<file path="src/core/bfs_pkg.sv">
// Shared constants and types of the bit, flag and shift unit.
// Assumes a 32-bit APB slave decoding byte addresses in one 256-byte window.
package bfs_pkg;

  // ----------------------------------------------------------------
  // Register map (byte offsets)
  // ----------------------------------------------------------------
  localparam logic [7:0] BFS_CMD_OFF = 8'h00;
  localparam logic [7:0] BFS_DEST_OFF = 8'h04;
  localparam logic [7:0] BFS_SRC_OFF = 8'h08;
  localparam logic [7:0] BFS_STAT_OFF = 8'h0c;
  localparam logic [7:0] BFS_IO_OFF = 8'h10;
  localparam logic [7:0] BFS_STATE_OFF = 8'h14;

  // ----------------------------------------------------------------
  // Field positions and reset values
  // ----------------------------------------------------------------
  localparam int BFS_CMD_OP_LSB = 0;
  localparam int BFS_CMD_BIT_LSB = 8;
  localparam int BFS_BUSY_POS = 0;
  localparam logic [7:0] BFS_DEST_RST = 8'h00;
  localparam logic [7:0] BFS_SRC_RST = 8'h00;
  localparam logic [7:0] BFS_STAT_RST = 8'h00;
  localparam logic [7:0] BFS_IO_RST = 8'hff;

  // Status register flag positions, bit 7 down to bit 0
  localparam logic [2:0] BFS_FLAG_I = 3'h7;
  localparam logic [2:0] BFS_FLAG_T = 3'h6;
  localparam logic [2:0] BFS_FLAG_H = 3'h5;
  localparam logic [2:0] BFS_FLAG_S = 3'h4;
  localparam logic [2:0] BFS_FLAG_V = 3'h3;
  localparam logic [2:0] BFS_FLAG_N = 3'h2;
  localparam logic [2:0] BFS_FLAG_Z = 3'h1;
  localparam logic [2:0] BFS_FLAG_C = 3'h0;

  // ----------------------------------------------------------------
  // Operation codes written into the command register
  // ----------------------------------------------------------------
  typedef enum logic [4:0] {
    BFS_NOP_OP = 5'h00, BFS_SHIFT_LEFT_LOGICAL_OP = 5'h01, BFS_SHIFT_RIGHT_LOGICAL_OP = 5'h02,
    BFS_ROTATE_LEFT_CARRY_OP = 5'h03, BFS_ROTATE_RIGHT_CARRY_OP = 5'h04,
    BFS_SHIFT_RIGHT_ARITH_OP = 5'h05, BFS_NIBBLE_SWAP_OP = 5'h06,
    BFS_STATUS_BIT_SET_OP = 5'h07, BFS_STATUS_BIT_CLEAR_OP = 5'h08,
    BFS_REG_BIT_TO_TRANSFER_OP = 5'h09, BFS_TRANSFER_TO_REG_BIT_OP = 5'h0a,
    BFS_IO_BIT_CLEAR_OP = 5'h0b, BFS_CARRY_SET_OP = 5'h0c, BFS_CARRY_CLEAR_OP = 5'h0d,
    BFS_NEGATIVE_FLAG_SET_OP = 5'h0e, BFS_NEGATIVE_FLAG_CLEAR_OP = 5'h0f,
    BFS_ZERO_FLAG_SET_OP = 5'h10, BFS_ZERO_FLAG_CLEAR_OP = 5'h11,
    BFS_IRQ_GLOBAL_ON_OP = 5'h12, BFS_IRQ_GLOBAL_OFF_OP = 5'h13,
    BFS_SIGN_FLAG_SET_OP = 5'h14, BFS_SIGN_FLAG_CLEAR_OP = 5'h15,
    BFS_OVERFLOW_FLAG_SET_OP = 5'h16, BFS_OVERFLOW_FLAG_CLEAR_OP = 5'h17,
    BFS_TRANSFER_FLAG_SET_OP = 5'h18, BFS_HALF_CARRY_CLEAR_OP = 5'h19,
    BFS_SLEEP_OP = 5'h1a, BFS_WATCHDOG_RESTART_OP = 5'h1b
  } bfs_op_t;

  // Latched command: operation and bit selector
  typedef struct packed {
    logic [2:0] bit_sel;
    logic [4:0] op;
  } bfs_cmd_t;

  localparam bfs_cmd_t BFS_CMD_RST = '{bit_sel: 3'h0, op: 5'h00};

  // APB request as seen by the slave
  typedef struct packed {
    logic sel;
    logic enable;
    logic write;
    logic [7:0] addr;
    logic [31:0] wdata;
  } bfs_apb_req_t;

  // Execution states
  typedef enum logic [1:0] {BFS_ST_IDLE, BFS_ST_RUN, BFS_ST_IO2} bfs_state_t;

endpackage

</file>
<file path="src/core/bfs_shift_unit.sv">
// Shift, rotate and swap datapath with flag results.
// Assumes the caller keeps H, I and T itself and chooses when to use the flags.
`timescale 1ns/1ns
module bfs_shift_unit (
  input wire logic [4:0] op,
  input wire logic [7:0] din,
  input wire logic cin,
  output logic [7:0] dout,
  output logic cout,
  output logic n_flag,
  output logic z_flag,
  output logic v_flag,
  output logic s_flag
);

  // ----------------------------------------------------------------
  // Result and carry selection
  // ----------------------------------------------------------------
  wire logic is_shl = (op == bfs_pkg::BFS_SHIFT_LEFT_LOGICAL_OP);
  wire logic is_shr = (op == bfs_pkg::BFS_SHIFT_RIGHT_LOGICAL_OP);
  wire logic is_rotl = (op == bfs_pkg::BFS_ROTATE_LEFT_CARRY_OP);
  wire logic is_rotr = (op == bfs_pkg::BFS_ROTATE_RIGHT_CARRY_OP);
  wire logic is_sra = (op == bfs_pkg::BFS_SHIFT_RIGHT_ARITH_OP);

  // Shifts and rotates; anything else is the nibble swap
  assign dout = is_shl ? {din[6:0], 1'b0} :
                is_shr ? {1'b0, din[7:1]} :
                is_rotl ? {din[6:0], cin} :
                is_rotr ? {cin, din[7:1]} :
                is_sra ? {din[7], din[7:1]} :
                {din[3:0], din[7:4]};
  assign cout = (is_shl | is_rotl) ? din[7] : din[0];

  // Derived flags from the result
  assign n_flag = dout[7];
  assign z_flag = (dout == 8'h00);
  assign v_flag = n_flag ^ cout;
  assign s_flag = n_flag ^ v_flag;

endmodule // bfs_shift_unit

</file>
<file path="src/core/bfs_core.sv">
// Bit, flag and shift execution unit with an APB register front end.
// Assumes an APB master on pclk; sleep and watchdog logic sit outside.
//
// Notes on behaviour
// - Left logical shift, zero in, flags, one cycle
// - Right logical shift, zero in, flags, one cycle
// - Rotate left through carry, flags updated
// - Rotate right through carry, flags updated
// - Arithmetic right shift keeps bit seven
// - Nibble swap, no flag change, one cycle
// - Set or clear one selected status bit
// - Copy selected source bit into T
// - Write T into selected destination bit
// - Clear one I/O bit over two cycles
// - Force C or N, touching nothing else
// - Force Z to one or zero
// - Set or clear global interrupt enable
// - Force S to one or zero
// - Force V to one or zero
// - Set T to one, nothing else
// - Clear half carry flag H
// - Sleep: one cycle, no flags, request out
// - Watchdog restart: one cycle, pulse out
`timescale 1ns/1ns
module bfs_core (
  input wire logic pclk,
  input wire logic presetn,
  input wire logic psel,
  input wire logic penable,
  input wire logic pwrite,
  input wire logic [7:0] paddr,
  input wire logic [31:0] pwdata,
  output logic [31:0] prdata,
  output logic pready,
  output logic pslverr,
  output logic [7:0] status_flags,
  output logic [7:0] io_bits,
  output logic sleep_req,
  output logic wdt_restart
);

  // ----------------------------------------------------------------
  // Request bundle and decode
  // ----------------------------------------------------------------
  bfs_pkg::bfs_apb_req_t req;
  assign req = '{sel: psel, enable: penable, write: pwrite, addr: paddr, wdata: pwdata};

  logic pready_reg;
  logic pready_next;
  logic pslverr_reg;
  logic pslverr_next;
  logic [31:0] prdata_reg;
  logic [31:0] prdata_next;
  bfs_pkg::bfs_state_t state_reg;
  bfs_pkg::bfs_state_t state_next;
  bfs_pkg::bfs_cmd_t cmd_reg;
  bfs_pkg::bfs_cmd_t cmd_next;
  logic [7:0] dest_reg;
  logic [7:0] dest_next;
  logic [7:0] src_reg;
  logic [7:0] src_next;
  logic [7:0] stat_reg;
  logic [7:0] stat_next;
  logic [7:0] io_reg;
  logic [7:0] io_next;
  logic sleep_reg;
  logic wdt_reg;

  // Address match, shared by read mux and write strobes
  function automatic logic hit(input logic [7:0] a, input logic [7:0] off);
    return a == off;
  endfunction

  wire logic idle = (state_reg == bfs_pkg::BFS_ST_IDLE);
  wire logic access = req.sel & req.enable;
  wire logic done = access & pready_reg;
  wire logic wr_en = done & req.write;
  wire logic mapped = hit(req.addr, bfs_pkg::BFS_CMD_OFF) | hit(req.addr, bfs_pkg::BFS_DEST_OFF) |
                      hit(req.addr, bfs_pkg::BFS_SRC_OFF) | hit(req.addr, bfs_pkg::BFS_STAT_OFF) |
                      hit(req.addr, bfs_pkg::BFS_IO_OFF) | hit(req.addr, bfs_pkg::BFS_STATE_OFF);
  wire logic wr_cmd = wr_en & hit(req.addr, bfs_pkg::BFS_CMD_OFF);
  wire logic wr_dest = wr_en & hit(req.addr, bfs_pkg::BFS_DEST_OFF);
  wire logic wr_src = wr_en & hit(req.addr, bfs_pkg::BFS_SRC_OFF);
  wire logic wr_stat = wr_en & hit(req.addr, bfs_pkg::BFS_STAT_OFF);
  wire logic wr_io = wr_en & hit(req.addr, bfs_pkg::BFS_IO_OFF);

  // ----------------------------------------------------------------
  // APB answer: one wait state, held off while an operation runs
  // ----------------------------------------------------------------
  // Stalling on busy keeps software writes apart from execution
  assign pready_next = access & ~pready_reg & idle;
  assign pslverr_next = access & ~pready_reg & idle & ~mapped;

  // Read mux; unmapped addresses read zero
  wire logic [31:0] rd_data =
    hit(req.addr, bfs_pkg::BFS_CMD_OFF) ? {21'h000000, cmd_reg.bit_sel, 3'h0, cmd_reg.op} :
    hit(req.addr, bfs_pkg::BFS_DEST_OFF) ? {24'h000000, dest_reg} :
    hit(req.addr, bfs_pkg::BFS_SRC_OFF) ? {24'h000000, src_reg} :
    hit(req.addr, bfs_pkg::BFS_STAT_OFF) ? {24'h000000, stat_reg} :
    hit(req.addr, bfs_pkg::BFS_IO_OFF) ? {24'h000000, io_reg} :
    hit(req.addr, bfs_pkg::BFS_STATE_OFF) ? {31'h00000000, ~idle} : 32'h00000000;
  assign prdata_next = (pready_next & ~req.write) ? rd_data : prdata_reg;

  // ----------------------------------------------------------------
  // Sequencing
  // ----------------------------------------------------------------
  wire logic run = (state_reg == bfs_pkg::BFS_ST_RUN);
  wire logic is_io_clr = (cmd_reg.op == bfs_pkg::BFS_IO_BIT_CLEAR_OP);

  // A command write starts execution; the I/O bit clear needs a second cycle
  always_comb begin
    state_next = state_reg;
    unique case (state_reg)
      bfs_pkg::BFS_ST_IDLE: begin
        if (wr_cmd) begin
          state_next = bfs_pkg::BFS_ST_RUN;
        end
      end
      bfs_pkg::BFS_ST_RUN: begin
        state_next = is_io_clr ? bfs_pkg::BFS_ST_IO2 : bfs_pkg::BFS_ST_IDLE;
      end
      bfs_pkg::BFS_ST_IO2: begin
        state_next = bfs_pkg::BFS_ST_IDLE;
      end
      default: begin
        state_next = bfs_pkg::BFS_ST_IDLE;
      end
    endcase
  end

  assign cmd_next = wr_cmd ? '{bit_sel: req.wdata[bfs_pkg::BFS_CMD_BIT_LSB +: 3],
                               op: req.wdata[bfs_pkg::BFS_CMD_OP_LSB +: 5]} : cmd_reg;

  // ----------------------------------------------------------------
  // Datapath
  // ----------------------------------------------------------------
  logic [7:0] sh_out;
  logic sh_c;
  logic sh_n;
  logic sh_z;
  logic sh_v;
  logic sh_s;

  bfs_shift_unit bfs_shift_unit_i (
    .op(cmd_reg.op),
    .din(dest_reg),
    .cin(stat_reg[bfs_pkg::BFS_FLAG_C]),
    .dout(sh_out),
    .cout(sh_c),
    .n_flag(sh_n),
    .z_flag(sh_z),
    .v_flag(sh_v),
    .s_flag(sh_s)
  );

  // Fixed-flag operations map to a status bit and a value
  wire logic [2:0] fix_idx =
    (cmd_reg.op == bfs_pkg::BFS_CARRY_SET_OP || cmd_reg.op == bfs_pkg::BFS_CARRY_CLEAR_OP) ?
      bfs_pkg::BFS_FLAG_C :
    (cmd_reg.op == bfs_pkg::BFS_NEGATIVE_FLAG_SET_OP || cmd_reg.op == bfs_pkg::BFS_NEGATIVE_FLAG_CLEAR_OP) ?
      bfs_pkg::BFS_FLAG_N :
    (cmd_reg.op == bfs_pkg::BFS_ZERO_FLAG_SET_OP || cmd_reg.op == bfs_pkg::BFS_ZERO_FLAG_CLEAR_OP) ?
      bfs_pkg::BFS_FLAG_Z :
    (cmd_reg.op == bfs_pkg::BFS_IRQ_GLOBAL_ON_OP || cmd_reg.op == bfs_pkg::BFS_IRQ_GLOBAL_OFF_OP) ?
      bfs_pkg::BFS_FLAG_I :
    (cmd_reg.op == bfs_pkg::BFS_SIGN_FLAG_SET_OP || cmd_reg.op == bfs_pkg::BFS_SIGN_FLAG_CLEAR_OP) ?
      bfs_pkg::BFS_FLAG_S :
    (cmd_reg.op == bfs_pkg::BFS_OVERFLOW_FLAG_SET_OP || cmd_reg.op == bfs_pkg::BFS_OVERFLOW_FLAG_CLEAR_OP) ?
      bfs_pkg::BFS_FLAG_V :
    (cmd_reg.op == bfs_pkg::BFS_TRANSFER_FLAG_SET_OP) ? bfs_pkg::BFS_FLAG_T :
    bfs_pkg::BFS_FLAG_H;
  // Set codes are the even ones of each pair, plus the T set
  wire logic fix_val = (cmd_reg.op == bfs_pkg::BFS_TRANSFER_FLAG_SET_OP) | ~cmd_reg.op[0];
  wire logic is_fix = (cmd_reg.op >= bfs_pkg::BFS_CARRY_SET_OP) &&
                      (cmd_reg.op <= bfs_pkg::BFS_HALF_CARRY_CLEAR_OP);
  wire logic is_shift = (cmd_reg.op >= bfs_pkg::BFS_SHIFT_LEFT_LOGICAL_OP) &&
                        (cmd_reg.op <= bfs_pkg::BFS_SHIFT_RIGHT_ARITH_OP);

  // Register next values: software writes only while idle, execution otherwise
  always_comb begin
    dest_next = dest_reg;
    stat_next = stat_reg;
    io_next = io_reg;
    src_next = wr_src ? req.wdata[7:0] : src_reg;
    if (wr_dest) begin
      dest_next = req.wdata[7:0];
    end
    if (wr_stat) begin
      stat_next = req.wdata[7:0];
    end
    if (wr_io) begin
      io_next = req.wdata[7:0];
    end
    if (run && is_shift) begin
      dest_next = sh_out;
      stat_next[bfs_pkg::BFS_FLAG_C] = sh_c;
      stat_next[bfs_pkg::BFS_FLAG_N] = sh_n;
      stat_next[bfs_pkg::BFS_FLAG_Z] = sh_z;
      stat_next[bfs_pkg::BFS_FLAG_V] = sh_v;
      stat_next[bfs_pkg::BFS_FLAG_S] = sh_s;
    end
    if (run && cmd_reg.op == bfs_pkg::BFS_NIBBLE_SWAP_OP) begin
      dest_next = sh_out;
    end
    if (run && cmd_reg.op == bfs_pkg::BFS_STATUS_BIT_SET_OP) begin
      stat_next[cmd_reg.bit_sel] = 1'b1;
    end
    if (run && cmd_reg.op == bfs_pkg::BFS_STATUS_BIT_CLEAR_OP) begin
      stat_next[cmd_reg.bit_sel] = 1'b0;
    end
    if (run && cmd_reg.op == bfs_pkg::BFS_REG_BIT_TO_TRANSFER_OP) begin
      stat_next[bfs_pkg::BFS_FLAG_T] = src_reg[cmd_reg.bit_sel];
    end
    if (run && cmd_reg.op == bfs_pkg::BFS_TRANSFER_TO_REG_BIT_OP) begin
      dest_next[cmd_reg.bit_sel] = stat_reg[bfs_pkg::BFS_FLAG_T];
    end
    if (run && is_fix) begin
      stat_next[fix_idx] = fix_val;
    end
    if (state_reg == bfs_pkg::BFS_ST_IO2) begin
      io_next[cmd_reg.bit_sel] = 1'b0;
    end
  end

  // ----------------------------------------------------------------
  // Registers
  // ----------------------------------------------------------------
  // Bus answer registers
  always_ff @(posedge pclk or negedge presetn) begin
    if (!presetn) begin
      pready_reg <= 1'b0;
      pslverr_reg <= 1'b0;
      prdata_reg <= 32'h00000000;
    end else begin
      pready_reg <= pready_next;
      pslverr_reg <= pslverr_next;
      prdata_reg <= prdata_next;
    end
  end

  // Control state and command
  always_ff @(posedge pclk or negedge presetn) begin
    if (!presetn) begin
      state_reg <= bfs_pkg::BFS_ST_IDLE;
      cmd_reg <= bfs_pkg::BFS_CMD_RST;
    end else begin
      state_reg <= state_next;
      cmd_reg <= cmd_next;
    end
  end

  // Operand, status and I/O registers
  always_ff @(posedge pclk or negedge presetn) begin
    if (!presetn) begin
      dest_reg <= bfs_pkg::BFS_DEST_RST;
      src_reg <= bfs_pkg::BFS_SRC_RST;
      stat_reg <= bfs_pkg::BFS_STAT_RST;
      io_reg <= bfs_pkg::BFS_IO_RST;
    end else begin
      dest_reg <= dest_next;
      src_reg <= src_next;
      stat_reg <= stat_next;
      io_reg <= io_next;
    end
  end

  // One-cycle requests to the sleep and watchdog logic
  always_ff @(posedge pclk or negedge presetn) begin
    if (!presetn) begin
      sleep_reg <= 1'b0;
      wdt_reg <= 1'b0;
    end else begin
      sleep_reg <= run & (cmd_reg.op == bfs_pkg::BFS_SLEEP_OP);
      wdt_reg <= run & (cmd_reg.op == bfs_pkg::BFS_WATCHDOG_RESTART_OP);
    end
  end

  // Outputs straight from flops
  assign pready = pready_reg;
  assign pslverr = pslverr_reg;
  assign prdata = prdata_reg;
  assign status_flags = stat_reg;
  assign io_bits = io_reg;
  assign sleep_req = sleep_reg;
  assign wdt_restart = wdt_reg;
endmodule // bfs_core

</file>
<file path="config.mk">
export PLATFORM = sky130hd
export DESIGN_NAME = bfs_core
export DESIGN_NICKNAME = d
export VERILOG_FILES = /design/src/core/bfs_pkg.sv /design/src/core/bfs_shift_unit.sv /design/src/core/bfs_core.sv
export SDC_FILE = /design/constraint.sdc
export NUM_CORES = 1
export LEC_CHECK = 0
export BUFFER_PORTS_ARGS = -buffer_cell sky130_fd_sc_hd__buf_2
export CAP_MARGIN = 15
export CORE_MARGIN = 3
export CORE_UTILIZATION = 35
export CTS_CLUSTER_SIZE = 30
export DETAILED_ROUTE_END_ITERATION = 8
export SLEW_MARGIN = 5
export SYNTH_ARGS = -nofsm -noshare
export SYNTH_HDL_FRONTEND = slang
export SYNTH_SLANG_ARGS = --single-unit
</file>
<file path="constraint.sdc">
create_clock -name pclk -period 3.4 [get_ports pclk]
set_input_delay 0.68 -clock pclk [delete_from_list [all_inputs] [get_ports pclk]]
set_output_delay 0.68 -clock pclk [all_outputs]
set_load 0.01 [all_outputs]
</file>
==> impl_results.md <==
* Layout cell share with drive strength beyond 1 at approximately 22%
* Yosys top cell area share at 31.3%
* Data arrival time of the worst path at 2.93 ns
* Area of the multi-input gates at 2230 um2
* P per Cell Area at ~340 nW/um2
* Clk buf depth at 2
* Rel. slew slack at 25.4%
* Number of flip-flops in the largest register at 11
* GRT Util Overall at 20.3%
* Status: complete, no violations
* # DRC at 0
* Worst Path Required at 3.63 ns
* Hold crit path type: in2async
* Total Power at 1.52 mW
* Crit path capture: status_flags[1]
* Worst-margin pin slew at 1.12 ns
* Die area at ~12000 um2
* Register area share after synthesis at a little over a third
* CTS Sinks at between 50 and 60
* Distinct cells, synth at 66
* Sequential Power Share at 45.3%
* Vias post-DR at around 3.6k
* WL/cell at between 20 and 25 um
* Post-DR vias/cell at 5.79
* Min Tclk post-route at 2.70 ns
* Layout net count at 524
* Setup slack, reg-to-reg at between 0.7 and 0.8 ns
* Total core area at 10600 um2
* Clk_skew at 0.00603 ns
* RSZ-0062 raised after global routing: no
* Chip Width at 112 um
* Main synth FF type: dfrtp_1
* Root buffer cell: clkbuf_8
* IO buf count at 54
* Starting Density at 37.0%
* Number of DRC markers in iteration 0 at 240
* Final Cycle Share at 79.3%
* RR Startpoint: cmd_reg[1]
* Cell Area, Synth at 3920 um2
* Switching power share of the total at about a quarter
* EDFF count, synth at 0
* CTS tree: yes
* DP HPWL at between 9000 and 10000 um
* Synth area leader: dfrtp_1
* Initial antenna violation count at 0
* Ant. Diodes at 0
* Clock power frac at 48.5%
* Global-route wire length before repair at between 20000 and 25000 um
* Area Overhead vs Synth at 12.8%
* Lkg Pwr at slightly below 2 nW
* First drt pass iteration count at 4
* Rows at 37
* Setup-failing EPs final at 0
* Logic gate share of total power at 6.2%
* CTS H-tree depth at 3
* GRT overflow at 0
* Post-CTS setup buffer count at 0
* Critical Path End Type: flip-flop
* Inserted Clock Buffers at 9
* Skew-Pair Late Insertion Delay at 0.34 ns
* Slowest cell delay on critical path at 0.87 ns
* CTS clk-pin slew, worst paths at around 0.07 ns
* Routed WL at between 10000 and 15000 um
* Worst reg2reg path endpoint: status_flags[1]
* GP Congestion at 0.901
* Vias in the first global route at 3579
* Cells after Synth at approximately 440
* Most frequent cells in the layout: 54 x buf_2, 49 x dfrtp_1, 44 x nand2_1
* Post-cts resize count at 0
* Filler Cell Count at 1071
* Commonest non-fill, non-tap cell in the layout: buf_2
* Worst path slowest cell: dfrtp_1
* Crit path launch: cmd_reg[1]
* Final Hold Vio Count at 0
* Max frequency at 371 MHz
* Hold buffers post-CTS at 0
* Crit Path Max Fanout at 23
* Storage cell area at approximately 1400 um2
* Reg2Reg Depth at 6
* Largest net degree at the start of global routing at 40
* Worst path cell trace: nor3_1 -> nor3b_2 -> and2_1 -> nand2_1 -> or4_1 -> o31ai_1
* Synth Register Bits at 57
* Antenna Nets Post-Route at 0
* IO Pins at 97
* Die Height at 112 um
* Max Transition Viols Final at 0
* Switching pwr at 0.374 mW
* Startpoint type of the worst setup path: flip-flop
* VDD IR max at 158 uV
* Internal Power at 1.14 mW
* Setup TNS at 0 ns
* WS Path Type: reg2reg
* Synth top area cells: dfrtp_1 31%, mux2i_1 7.9%, dfstp_2 5.4%, buf_4 4.4%, nand2_1 4.2%
* Ys Warns at 0
* Max-cap violations at 0
* Syn avg cell area at just under 9 um2
* Ys async rst share at 100%
## cell families (layout without fill, tap and decap cells)
logic type	after synthesis	after routing	share of synthesized area (%)
AOI/OAI and AO/OA	111	111	19.4
xor gates and xnor gates	2	2	0.447
buffers and inverters	60	85	8.27
DFF	57	57	36.7
muxes	55	55	14.8
other	1	21	0.0957
and+or+nand+nor	153	153	20.3
## power groups by stage
stage / registers, mW / clock network [mW] / logic (mW)
final: 0.688 / 0.737 / 0.0937
after global routing: 0.688 / 0.783 / 0.103
after CTS: 0.688 / 0.746 / 0.0934
after detailed placement: 0.700 / 0 / 0.0935
after global placement: 0.700 / 0 / 0.0927
after floorplan: 0.700 / 0 / 0.0613
## layout make-up
| class | instances | area share (%) |
|---|---|---|
| Clock buffer | 10 | 3.11 |
| Inverter | 8 | 0.680 |
| Timing Repair Buffer | 61 | 7.30 |
| Clock inverter | 6 | 2.04 |
| Sequential cell | 57 | 32.5 |
| Multi-Input combinational cell | 342 | 50.5 |
| Tap cell | 136 | 3.85 |
## through the flow
step	utilization [%]	cell area, um2	std cells	hold WS [ns]	worst slack [ns]
final	41.7	4420	620	0.468	0.705
after global routing	41.7	4420	620	0.505	0.535
after CTS	41.7	4420	620	0.490	0.738
after detailed placement	39.5	4190	604	0.473	0.600
after global placement	39.5	4190	604	0.455	0.583
after floorplan	-	3990	459	0.384	0.843
## how the worst min path moves through the flow
stage	start	end	slack (ns)	cells after the start
after floorplan	presetn	cmd_reg[0]	0.38	0
after global placement	prdata[4]	prdata[4]	0.45	1
after detailed placement	prdata[1]	prdata[1]	0.47	1
after CTS	presetn	pslverr	0.49	1
after global routing	prdata[3]	prdata[3]	0.50	1
final	presetn	pready	0.47	1
## critical path, delay by kind of cell, from the launching register on
family / cells / cell delay (ns)
AND/OR/NAND/NOR: 5 / 1.47
AO/OA/AOI/OAI: 1 / 0.25
flip-flops: 1 / 0.87
## per-layer routing
metal / global-route usage, % / wire (um) / vias to the layer above
li1: - / - / 1643
met1: 28.4 / 5560 / 1748
met2: 30.6 / 5670 / 170
met3: 3.70 / 890 / 27
met4: 8.84 / 340 / 0
met5: 0 / 0 / -
## cell usage after synthesis (all sizes together) (6+ instances only)
cell type	count
nor3b	6
and2	7
clkbuf	15
nor2	40
dfrtp	49
buf	37
a221oi	9
a21o	6
nand2	44
mux2i	31
a22oi	6
nor3	14
o22ai	9
inv	8
nor2b	9
o21ai	17
mux2	24
dfstp	8
a21oi	26
(Power assumes the default switching activity.)
